File: src/modbus_master_pkg.sv
// Constants, types and timing figures shared by the serial request master.
// Assumes a byte-level serial front end that frames bytes and reports the
// inter-frame gap; the master itself only sees whole bytes.
package modbus_master_pkg;

    ////////////////////////////////////////////////////////////////////////////
    localparam logic [7:0]  BCAST_ADDR      = 8'h00;
    localparam logic [7:0]  UNIT_ADDR_MAX   = 8'hf7;
    localparam logic [7:0]  FC_READ_HOLD    = 8'h03;
    localparam logic [7:0]  FC_READ_INPUT   = 8'h04;
    localparam logic [7:0]  FC_ENCAP        = 8'h2b;
    localparam logic [7:0]  SUB_DEV_ID      = 8'h0e;
    localparam logic [7:0]  SUB_DATE_TIME   = 8'h0f;
    localparam logic [7:0]  DEV_ID_CODE     = 8'h01;
    localparam logic [7:0]  DEV_ID_OBJECT   = 8'h00;
    localparam logic [7:0]  DT_RESERVED     = 8'h00;
    localparam logic [7:0]  ZERO_BYTE       = 8'h00;
    localparam logic [7:0]  MAX_REG_COUNT   = 8'h34;
    localparam logic [15:0] REG_NUM_OFFSET  = 16'h0001;
    localparam logic [15:0] CRC_INIT        = 16'hffff;
    localparam logic [15:0] CRC_POLY        = 16'ha001;
    localparam logic [15:0] CRC_RESIDUE     = 16'h0000;

    ////////////////////////////////////////////////////////////////////////////
    // Byte positions and lengths inside a frame.
    localparam int          POS_FUNC        = 1;
    localparam int          POS_SUB         = 2;
    localparam logic [8:0]  RX_POS_UNIT     = 9'h000;
    localparam logic [8:0]  RX_POS_FUNC     = 9'h001;
    localparam logic [8:0]  RX_POS_THIRD    = 9'h002;
    localparam logic [8:0]  READ_PAY_START  = 9'h003;
    localparam logic [8:0]  ENCAP_PAY_START = 9'h002;
    localparam logic [8:0]  CRC_LAG         = 9'h002;
    localparam logic [8:0]  READ_OVERHEAD   = 9'h005;
    localparam logic [8:0]  MIN_REPLY_LEN   = 9'h004;
    localparam logic [8:0]  MAX_FRAME_BYTES = 9'h100;
    localparam logic [2:0]  READ_REQ_LEN    = 3'h6;
    localparam logic [2:0]  DEV_ID_REQ_LEN  = 3'h5;
    localparam logic [2:0]  DT_REQ_LEN      = 3'h4;

    ////////////////////////////////////////////////////////////////////////////
    localparam int unsigned CORE_CLK_HZ       = 25_000_000;
    localparam int unsigned REPLY_TIMEOUT_MS  = 1000;
    localparam int unsigned REPLY_TIMEOUT_CYC = CORE_CLK_HZ / 1000 * REPLY_TIMEOUT_MS;

    typedef enum logic [1:0] {
        KIND_HOLD,
        KIND_INPUT,
        KIND_DEV_ID,
        KIND_DATE_TIME
    } req_kind_t;

    typedef enum logic [2:0] {
        ST_OK,
        ST_TIMEOUT,
        ST_CRC_ERR,
        ST_EXCEPTION,
        ST_BAD_FRAME,
        ST_REFUSED
    } rsp_status_t;

    typedef enum logic [1:0] {
        S_IDLE,
        S_TX,
        S_RX
    } ctl_state_t;

endpackage : modbus_master_pkg

File: src/crc16_engine.sv
// Byte-wide CRC16 accumulator (reflected polynomial, all-ones start).
// Assumes the caller clears it before each frame and feeds bytes in link order.
`timescale 1ns/1ps
module crc16_engine
    import modbus_master_pkg::*;
(
    input  wire logic        clk,
    input  wire logic        resetn,
    input  wire logic        clear,
    input  wire logic        en,
    input  wire logic [7:0]  data,
    output logic      [15:0] crc_q,
    output logic      [15:0] crc_nxt
);

    logic [15:0] crc_r;
    logic [15:0] stage [0:8];

    assign stage[0] = crc_r ^ {8'h00, data};

    ////////////////////////////////////////////////////////////////////////////
    genvar i;
    generate
        for (i = 0; i < 8; i++) begin : g_bit
            assign stage[i+1] = stage[i][0] ? ((stage[i] >> 1) ^ CRC_POLY) : (stage[i] >> 1);
        end
    endgenerate

    assign crc_nxt = stage[8];
    assign crc_q   = crc_r;

    always_ff @(posedge clk or negedge resetn) begin
        if (!resetn) begin
            crc_r <= CRC_INIT;
        end else if (clear) begin
            crc_r <= CRC_INIT;
        end else if (en) begin
            crc_r <= crc_nxt;
        end
    end

endmodule : crc16_engine

File: src/modbus_master.sv
// Serial request master: builds read requests, sends them byte by byte with
// a CRC16 tail, then checks and unpacks the responder's reply.
// Assumes a byte front end: TX_READY paces sending, RX_END marks the gap that
// closes a received frame and never arrives together with RX_VALID.
`timescale 1ns/1ps
// Function
// - One master; only it originates requests
// - At most 31 responders per network
// - Destination byte: 0 all, 1-247 one
// - Frame max 256 bytes, four fields
// - Two-byte CRC16 closes every frame
// - Data items carry 16-bit addresses
// - Link address is register number minus one
// - At most 52 registers per frame
// - Master times out after 1 second
// - Read datasets first, device registers after
// - Address, count, values sent high byte first
module modbus_master
    import modbus_master_pkg::*;
#(
    parameter int unsigned TIMEOUT_CYC = REPLY_TIMEOUT_CYC,
    parameter logic [7:0]  MAX_REGS    = MAX_REG_COUNT
) (
    input  wire logic        CORE_CLK,
    input  wire logic        RESETN,
    input  wire logic        REQ_VALID,
    input  req_kind_t        REQ_KIND,
    input  wire logic [7:0]  REQ_UNIT,
    input  wire logic [15:0] REQ_REG_NUM,
    input  wire logic [7:0]  REQ_COUNT,
    output logic             REQ_READY,
    output logic [7:0]       TX_DATA,
    output logic             TX_VALID,
    output logic             TX_LAST,
    input  wire logic        TX_READY,
    input  wire logic [7:0]  RX_DATA,
    input  wire logic        RX_VALID,
    input  wire logic        RX_END,
    output logic [15:0]      RSP_DATA,
    output logic             RSP_VALID,
    output logic             RSP_DONE,
    output rsp_status_t      RSP_STATUS
);

    localparam int TW = $clog2(TIMEOUT_CYC + 1);

    ctl_state_t  state_r;
    req_kind_t   kind_r;
    logic [7:0]  unit_r;
    logic [15:0] reg_addr_r;
    logic [7:0]  count_r;
    logic        bcast_r;
    logic [7:0]  tx_buf_r [0:5];
    logic [2:0]  tx_len_r;
    logic [2:0]  tx_idx_r;
    logic [8:0]  rx_cnt_r;
    logic        rx_bad_r;
    logic        exc_r;
    logic [7:0]  byte2_r;
    logic [7:0]  dly0_r;
    logic [7:0]  dly1_r;
    logic [7:0]  hi_r;
    logic        half_r;
    logic [TW-1:0] reply_latency_r;

    logic        is_read_req;
    logic        is_read;
    logic        req_bad;
    logic        req_fire;
    logic        tx_fire;
    logic        rx_take;
    logic        rx_close;
    logic        timeout_hit;
    logic        pay_byte;
    logic        crc_clear;
    logic        crc_en;
    logic [7:0]  crc_data;
    logic [15:0] crc_q;
    logic [15:0] crc_nxt;
    logic [2:0]  idx_inc;
    logic [7:0]  next_byte;
    logic [8:0]  pay_start;
    rsp_status_t fin_status;

    ////////////////////////////////////////////////////////////////////////////
    assign is_read_req = (REQ_KIND == KIND_HOLD) || (REQ_KIND == KIND_INPUT);
    assign is_read     = (kind_r == KIND_HOLD) || (kind_r == KIND_INPUT);
    assign req_fire    = REQ_VALID && REQ_READY;
    assign tx_fire     = TX_VALID && TX_READY;
    assign rx_take     = (state_r == S_RX) && RX_VALID;
    assign rx_close    = (state_r == S_RX) && RX_END && !RX_VALID && (rx_cnt_r != 9'h000);
    // A byte landing on the last count lets the counter run past
    // the limit, so the test is a bound and not an equality.
    assign timeout_hit = (state_r == S_RX) && !RX_VALID && !rx_close
                         && (reply_latency_r >= TW'(TIMEOUT_CYC - 1));
    assign pay_start   = is_read ? READ_PAY_START : ENCAP_PAY_START;
    assign pay_byte    = rx_take && !exc_r && (rx_cnt_r >= pay_start + CRC_LAG);
    assign idx_inc     = tx_idx_r + 3'h1;

    assign req_bad = (REQ_UNIT > UNIT_ADDR_MAX)
                     || (is_read_req && ((REQ_COUNT == ZERO_BYTE) || (REQ_COUNT > MAX_REGS)
                                         || (REQ_REG_NUM == 16'h0000)));

    // The CRC is appended as it is produced, so the low byte comes from the
    // look-ahead value while the last data byte is still being accepted.
    always_comb begin
        if (idx_inc < tx_len_r) begin
            next_byte = tx_buf_r[idx_inc];
        end else if (idx_inc == tx_len_r) begin
            next_byte = crc_nxt[7:0];
        end else begin
            next_byte = crc_q[15:8];
        end
    end

    assign crc_clear = req_fire || (tx_fire && TX_LAST);
    assign crc_en    = (tx_fire && (tx_idx_r < tx_len_r)) || rx_take;
    assign crc_data  = (state_r == S_TX) ? TX_DATA : RX_DATA;

    crc16_engine u_crc (
        .clk     (CORE_CLK),
        .resetn  (RESETN),
        .clear   (crc_clear),
        .en      (crc_en),
        .data    (crc_data),
        .crc_q   (crc_q),
        .crc_nxt (crc_nxt)
    );

    ////////////////////////////////////////////////////////////////////////////
    // Control state. Only one request is ever outstanding.
    // single originator
    always_ff @(posedge CORE_CLK or negedge RESETN) begin
        if (!RESETN) begin
            state_r   <= S_IDLE;
            REQ_READY <= 1'b1;
        end else begin
            case (state_r)
                S_IDLE: begin
                    if (req_fire) begin
                        REQ_READY <= req_bad;
                        state_r   <= req_bad ? S_IDLE : S_TX;
                    end
                end
                S_TX: begin
                    if (tx_fire && TX_LAST) begin
                        state_r   <= bcast_r ? S_IDLE : S_RX;
                        REQ_READY <= bcast_r;
                    end
                end
                S_RX: begin
                    if (rx_close || timeout_hit) begin
                        state_r   <= S_IDLE;
                        REQ_READY <= 1'b1;
                    end
                end
                default: begin
                    state_r   <= S_IDLE;
                    REQ_READY <= 1'b1;
                end
            endcase
        end
    end

    ////////////////////////////////////////////////////////////////////////////
    // Request capture and frame image.
    always_ff @(posedge CORE_CLK or negedge RESETN) begin
        if (!RESETN) begin
            kind_r     <= KIND_HOLD;
            unit_r     <= ZERO_BYTE;
            reg_addr_r <= 16'h0000;
            count_r    <= ZERO_BYTE;
            bcast_r    <= 1'b0;
            tx_len_r   <= READ_REQ_LEN;
            for (int k = 0; k < 6; k++) begin
                tx_buf_r[k] <= ZERO_BYTE;
            end
        end else if (req_fire && !req_bad) begin
            kind_r      <= REQ_KIND;
            unit_r      <= REQ_UNIT;
            count_r     <= REQ_COUNT;
            bcast_r     <= (REQ_UNIT == BCAST_ADDR);
            reg_addr_r  <= REQ_REG_NUM - REG_NUM_OFFSET;
            tx_buf_r[0] <= REQ_UNIT;
            case (REQ_KIND)
                KIND_HOLD, KIND_INPUT: begin
                    tx_buf_r[1] <= (REQ_KIND == KIND_HOLD) ? FC_READ_HOLD : FC_READ_INPUT;
                    tx_buf_r[2] <= 8'((REQ_REG_NUM - REG_NUM_OFFSET) >> 8);
                    tx_buf_r[3] <= 8'(REQ_REG_NUM - REG_NUM_OFFSET);
                    tx_buf_r[4] <= ZERO_BYTE;
                    tx_buf_r[5] <= REQ_COUNT;
                    tx_len_r    <= READ_REQ_LEN;
                end
                KIND_DEV_ID: begin
                    tx_buf_r[1] <= FC_ENCAP;
                    tx_buf_r[2] <= SUB_DEV_ID;
                    tx_buf_r[3] <= DEV_ID_CODE;
                    tx_buf_r[4] <= DEV_ID_OBJECT;
                    tx_len_r    <= DEV_ID_REQ_LEN;
                end
                default: begin
                    tx_buf_r[1] <= FC_ENCAP;
                    tx_buf_r[2] <= SUB_DATE_TIME;
                    tx_buf_r[3] <= DT_RESERVED;
                    tx_len_r    <= DT_REQ_LEN;
                end
            endcase
        end
    end

    ////////////////////////////////////////////////////////////////////////////
    // Byte sender.
    always_ff @(posedge CORE_CLK or negedge RESETN) begin
        if (!RESETN) begin
            TX_DATA  <= ZERO_BYTE;
            TX_VALID <= 1'b0;
            TX_LAST  <= 1'b0;
            tx_idx_r <= 3'h0;
        end else if (req_fire && !req_bad) begin
            TX_DATA  <= REQ_UNIT;
            TX_VALID <= 1'b1;
            TX_LAST  <= 1'b0;
            tx_idx_r <= 3'h0;
        end else if (tx_fire) begin
            if (TX_LAST) begin
                TX_VALID <= 1'b0;
                TX_LAST  <= 1'b0;
            end else begin
                TX_DATA  <= next_byte;
                tx_idx_r <= idx_inc;
                TX_LAST  <= (idx_inc == tx_len_r + 3'h1);
            end
        end
    end

    ////////////////////////////////////////////////////////////////////////////
    // Reply wait counter.
    // one second timeout
    always_ff @(posedge CORE_CLK or negedge RESETN) begin
        if (!RESETN) begin
            reply_latency_r <= '0;
        end else if (state_r != S_RX) begin
            reply_latency_r <= '0;
        end else if (!timeout_hit) begin
            reply_latency_r <= reply_latency_r + TW'(1);
        end
    end

    ////////////////////////////////////////////////////////////////////////////
    // Reply parsing. Payload is delayed two bytes so the CRC tail never
    // leaks out as data; words still leave before the CRC verdict, so the
    // consumer must drop them unless the final status is good.
    always_ff @(posedge CORE_CLK or negedge RESETN) begin
        if (!RESETN) begin
            rx_cnt_r <= 9'h000;
            rx_bad_r <= 1'b0;
            exc_r    <= 1'b0;
            byte2_r  <= ZERO_BYTE;
            dly0_r   <= ZERO_BYTE;
            dly1_r   <= ZERO_BYTE;
        end else if (state_r != S_RX) begin
            rx_cnt_r <= 9'h000;
            rx_bad_r <= 1'b0;
            exc_r    <= 1'b0;
        end else if (rx_take) begin
            dly0_r <= RX_DATA;
            dly1_r <= dly0_r;
            if (rx_cnt_r != MAX_FRAME_BYTES) begin
                rx_cnt_r <= rx_cnt_r + 9'h001;
            end
            if (rx_cnt_r == MAX_FRAME_BYTES) begin
                rx_bad_r <= 1'b1;
            end
            if ((rx_cnt_r == RX_POS_UNIT) && (RX_DATA != unit_r)) begin
                rx_bad_r <= 1'b1;
            end
            if (rx_cnt_r == RX_POS_FUNC) begin
                exc_r <= RX_DATA[7];
                if ({1'b0, RX_DATA[6:0]} != tx_buf_r[POS_FUNC]) begin
                    rx_bad_r <= 1'b1;
                end
            end
            if (rx_cnt_r == RX_POS_THIRD) begin
                byte2_r <= RX_DATA;
                if (!exc_r && !is_read && (RX_DATA != tx_buf_r[POS_SUB])) begin
                    rx_bad_r <= 1'b1;
                end
            end
        end
    end

    always_comb begin
        if (rx_cnt_r < MIN_REPLY_LEN) begin
            fin_status = ST_BAD_FRAME;
        end else if (crc_q != CRC_RESIDUE) begin
            fin_status = ST_CRC_ERR;
        end else if (rx_bad_r) begin
            fin_status = ST_BAD_FRAME;
        end else if (exc_r) begin
            fin_status = ST_EXCEPTION;
        end else if (is_read && ((byte2_r != 8'(count_r << 1))
                                 || (rx_cnt_r != {1'b0, byte2_r} + READ_OVERHEAD))) begin
            fin_status = ST_BAD_FRAME;
        end else begin
            fin_status = ST_OK;
        end
    end

    ////////////////////////////////////////////////////////////////////////////
    // Response port.
    always_ff @(posedge CORE_CLK or negedge RESETN) begin
        if (!RESETN) begin
            RSP_DATA   <= 16'h0000;
            RSP_VALID  <= 1'b0;
            RSP_DONE   <= 1'b0;
            RSP_STATUS <= ST_OK;
            hi_r       <= ZERO_BYTE;
            half_r     <= 1'b0;
        end else begin
            RSP_VALID <= 1'b0;
            RSP_DONE  <= 1'b0;
            if (state_r != S_RX) begin
                half_r <= 1'b0;
            end
            if (req_fire && req_bad) begin
                RSP_DONE   <= 1'b1;
                RSP_STATUS <= ST_REFUSED;
            end else if (tx_fire && TX_LAST && bcast_r) begin
                RSP_DONE   <= 1'b1;
                RSP_STATUS <= ST_OK;
            end else if (timeout_hit) begin
                RSP_DONE   <= 1'b1;
                RSP_STATUS <= ST_TIMEOUT;
            end else if (rx_close) begin
                RSP_DONE   <= 1'b1;
                RSP_STATUS <= fin_status;
                if (fin_status == ST_EXCEPTION) begin
                    RSP_DATA <= {ZERO_BYTE, byte2_r};
                end else if (half_r) begin
                    RSP_DATA  <= {hi_r, ZERO_BYTE};
                    RSP_VALID <= 1'b1;
                end
            end else if (pay_byte) begin
                if (half_r) begin
                    RSP_DATA  <= {hi_r, dly1_r};
                    RSP_VALID <= 1'b1;
                    half_r    <= 1'b0;
                end else begin
                    hi_r   <= dly1_r;
                    half_r <= 1'b1;
                end
            end
        end
    end
endmodule : modbus_master

File: config.mk
export PLATFORM = sky130hd
export DESIGN_NAME = modbus_master
export DESIGN_NICKNAME = d
export VERILOG_FILES = /design/src/modbus_master_pkg.sv /design/src/crc16_engine.sv /design/src/modbus_master.sv
export SDC_FILE = /design/constraint.sdc
export NUM_CORES = 1
export LEC_CHECK = 0
export ABC_CLOCK_PERIOD_IN_PS = 6000
export BUFFER_PORTS_ARGS = -buffer_cell sky130_fd_sc_hd__clkbuf_2
export CORE_MARGIN = 1.5
export CORE_UTILIZATION = 34
export CTS_CLUSTER_DIAMETER = 120
export CTS_CLUSTER_SIZE = 30
export DETAILED_ROUTE_END_ITERATION = 10
export GPL_TIMING_DRIVEN = 0
export PLACE_DENSITY = 0.47
export SKIP_CTS_REPAIR_TIMING = 1
export SYNTH_ARGS = -nofsm -noshare
export SYNTH_HDL_FRONTEND = slang
export SYNTH_SLANG_ARGS = --single-unit
File: constraint.sdc
create_clock -name CORE_CLK -period 6 [get_ports CORE_CLK]
set_input_delay 1.5 -clock CORE_CLK [delete_from_list [all_inputs] [get_ports CORE_CLK]]
set_output_delay 1.5 -clock CORE_CLK [all_outputs]
set_load 0.005 [all_outputs]
==> key figures <==
Worst setup path
  • Worst-path cell chain: clkbuf_2, inv_1, ha_1, nor3b_1, nand3b_1, or4b_1, a21o_1, and3b_1, clkbuf_1, clkbuf_1, nand2_1, o21ai_0
  • CP dominant cell by count: clkbuf_1
  • Crit path DAT: 4.53 ns
  • Crit-path slowest cell: or4b_1
  • Largest delay share family, worst path: simple AND/OR/NAND/NOR gates
  • RR Startpoint: tx_idx_r[0]
  • Worst r2r dst: TX_DATA[7]
  • Worst setup path end: TX_DATA[5]
  • Required @ worst endpoint: 6.30 ns
  • Cell count of the worst reg-to-reg path: 8
  • Stages on the worst setup path: 12
  • CP Launch Point: REQ_REG_NUM[0]
  • Reg2reg setup slack: 2.77 ns
  • Worst path max stage delay: 0.64 ns
  • Crit path buf inv count: 4
  • Top fanout value on the critical path: 10
  • CP Class: primary input to register
  • Endpoint class of the critical path: register
  • Critical Path Source Type: primary input

Floorplan
  • Initial Util: 0.3470
  • Die boundary height: 166.1 µm
  • Core Box Area: 26060 µm²
  • Rows: 59
  • Die area: 27590 µm²
  • Die width: 166.1 µm
  • IO Pins: 80

Placed design
  • Dpl ws: 1.279 ns
  • Number of port buffers: 72
  • Placer's final routability congestion estimate: 0.8005
  • Detail Placement HPWL: 18860 µm

Timing
  • Final hold slack: 0.4664 ns
  • Hold Violations, Final: 0
  • Worst slew pin tran: 1.213 ns
  • Final Cycle Share: 0.7051
  • Setup tns final: 0 ns
  • Final min period: 4.231 ns
  • Clk_skew: 0.01822 ns
  • Fmax: 236.4 MHz
  • Slew margin rel.: 0.1839
  • Endpoints failing setup: 0
  • RSZ-0062 raised after global routing: no
  • Final Max Slew Viols: 0
  • Final WS setup: 1.769 ns

Power
  • Pwr Total: 0.004722 W
  • Static Leak: 4.607 nW
  • Switching share of power: 0.3597
  • Net switching power: 0.001699 W
  • Pwr Density: 450.5 nW/µm²
  • Sequential share of power: 0.381
  • Comb pwr share: 0.371
  • Peak VDD IR: 0.2905 mV
  • P_int: 0.003024 W
  • Clk pwr share: 0.248

Logic synthesis
  • Synth Area in Adders: 0.01937
  • Primary FF master, synth: dfrtp_1
  • Ranking of synthesized cells by area: dfrtp_1 (42%), nand2_1 (5.4%), dfstp_2 (5.2%), mux2_2 (5.2%), xnor2_1 (4.6%)
  • Mux contribution to synthesized area: 0.09131
  • Post-synthesis sequential area ratio: 0.4673
  • Largest family of logic cells by synthesized area: simple AND/OR/NAND/NOR gates
  • Syn Nets: 969
  • Post-synthesis async set-or-reset flop share: 1.000
  • Post-Synth Simple-Gate Area: 0.1803
  • Post-synth top cells: dfrtp_1 (150), nand2_1 (130), nor2_1 (63)
  • XOR/XNOR share of the synthesized area: 0.09145
  • Synthesis-stage register bit count: 168
  • Complex-gate fraction of the synthesized area: 0.1208
  • Synthesized area: 9044 µm²
  • Most common cell in the netlist: dfrtp_1
  • Yosys warns: 0
  • Mapped Cells: 907
  • Number of flops mapped to enable cells by yosys: 0
  • Yosys top cell area share: 0.4151
  • Post-synth top area cell: dfrtp_1
  • Syn Area/Cell: 9.971 µm²
  • Synth cell types: 68

GRT
  • Largest net degree at the start of global routing: 96
  • Initial antenna violation count: 0
  • Vias in the first global route: 7076
  • First-pass GRT wire length: 41340 µm
  • Grt total ovfl: 0
  • Total track usage: 0.1938

Route
  • Via count: 7062
  • Met2 Wirelength: 11970 µm
  • Top sig layer: met4
  • Wire per inst: 18.94 µm
  • WL met3: 863 µm
  • Iter 0 DRT Violations: 456
  • Post-route DRC: 0
  • Routed Antenna Nets: 0
  • M1 WL: 12250 µm
  • Routed Wire Length: 25520 µm
  • DR pass1 iterations: 5
  • Via/cell ratio: 5.243

Flow run
  • Max cap viols: 0

Clock tree
  • H-tree Lvls: 4
  • CTS Buffer Depth: 2
  • CTS tree: built
  • Clock sink count: 168
  • Clock transition at path regs: 0.07 ns
  • CTS root buf: clkbuf_16
  • CTS Buf Count: 17
  • Skew-Pair Late Insertion Delay: 0.44 ns

Hold path
  • Class of the worst hold path: register to register
  • Worst hold path cell count: 2

Run status
  • Outcome: completed

Final layout
  • Share of cells above drive strength 1: 0.1907
  • Fill count: 2627
  • Fin nets: 1061
  • P&R area growth vs syn: 15.90%
  • N_diodes: 0
state kept, by name (all words and copies together), names as in the netlist, 2 cells and up:
signal	cells
byte2_r	8
hi_r	8
TX_DATA	8
count_r	7
RSP_STATUS	3
tx_buf_r	35
tx_idx_r	3
dly1_r	8
rx_cnt_r	9
dly0_r	8
state_r	2
RSP_DATA	16
u_crc.crc_q	16
reply_latency_r	25
tx_len_r	2
layer usage:
metal,vias to the layer above,GRT usage
met5,-,0
met4,0,0.05797
met3,28,0.03003
met2,155,0.3111
met1,3454,0.2698
li1,3425,-
cell usage in the layout (no fill, tap or decap), drive strengths merged, types with 17 or more instances in the layout:
master    n
inv      20
xor2     42
mux2     50
clkbuf  126
a21oi    43
xnor2    47
dfstp    18
dfrtp   150
nor2     66
nand3    25
nand2   131
o21ai    48
and3     17
worst register-to-register path: stages, from the launching register on:
cell and delay, ns:
dfrtp_1 0.46, buf_1 0.57, inv_1 0.16, ha_1 0.33, nor3b_1 0.50, nand2b_1 0.14, xnor2_1 0.15, a2111oi_0 0.66
o31ai_1 0.13
logic make-up (layout without fill, tap and decap cells):
group	count (synthesis)	count (layout)
AO/OA/AOI/OAI	166	166
XOR/XNOR	91	91
adder cells (fa/ha/maj)	14	14
buffers and inverters	64	169
flip-flops	168	168
multiplexers	70	70
AND/OR/NAND/NOR	334	334
how the worst min path moves through the flow:
| stage | startpoint | endpoint |
|---|---|---|
| after floorplan | tx_buf_r[16] | tx_buf_r[16] |
| after global placement | tx_buf_r[16] | tx_buf_r[16] |
| after detailed placement | tx_buf_r[16] | tx_buf_r[16] |
| after CTS | tx_buf_r[16] | tx_buf_r[16] |
| after global routing | tx_buf_r[3] | tx_buf_r[3] |
| final | tx_buf_r[16] | tx_buf_r[16] |
layout make-up:
type | instances | area [µm²] | share of cell area
Multi-Input combinational cell | 675 | 4551 | 0.4342
Sequential cell | 168 | 4227 | 0.4032
Clock buffer | 20 | 456.7 | 0.04357
Tap cell | 335 | 419.2 | 0.03999
Timing Repair Buffer | 73 | 396.6 | 0.03784
Buffer | 46 | 198.9 | 0.01898
Clock inverter | 12 | 165.2 | 0.01576
Inverter | 18 | 67.56 | 0.006446
power by group through the flow:
stage          Sequential, W  Clock (W)  Combinational [W]
3_5_place_dp         0.00182          0            0.00176
4_1_cts              0.00180    0.00120            0.00177
2_1_floorplan        0.00169          0            0.00137
5_1_grt              0.00184    0.00125            0.00197
3_3_place_gp         0.00182          0            0.00175
6_report             0.00180    0.00117            0.00175
through the flow:
stage / util / instance area [µm²] / cells
4_1_cts: 0.4022 / 10480 / 1347
6_report: 0.4022 / 10480 / 1347
2_1_floorplan: - / 9044 / 907
3_5_place_dp: 0.3784 / 9859 / 1315
5_1_grt: 0.4022 / 10480 / 1347
3_3_place_gp: 0.3770 / 9823 / 1314
Note: power is estimated with default switching activity, not from simulation.
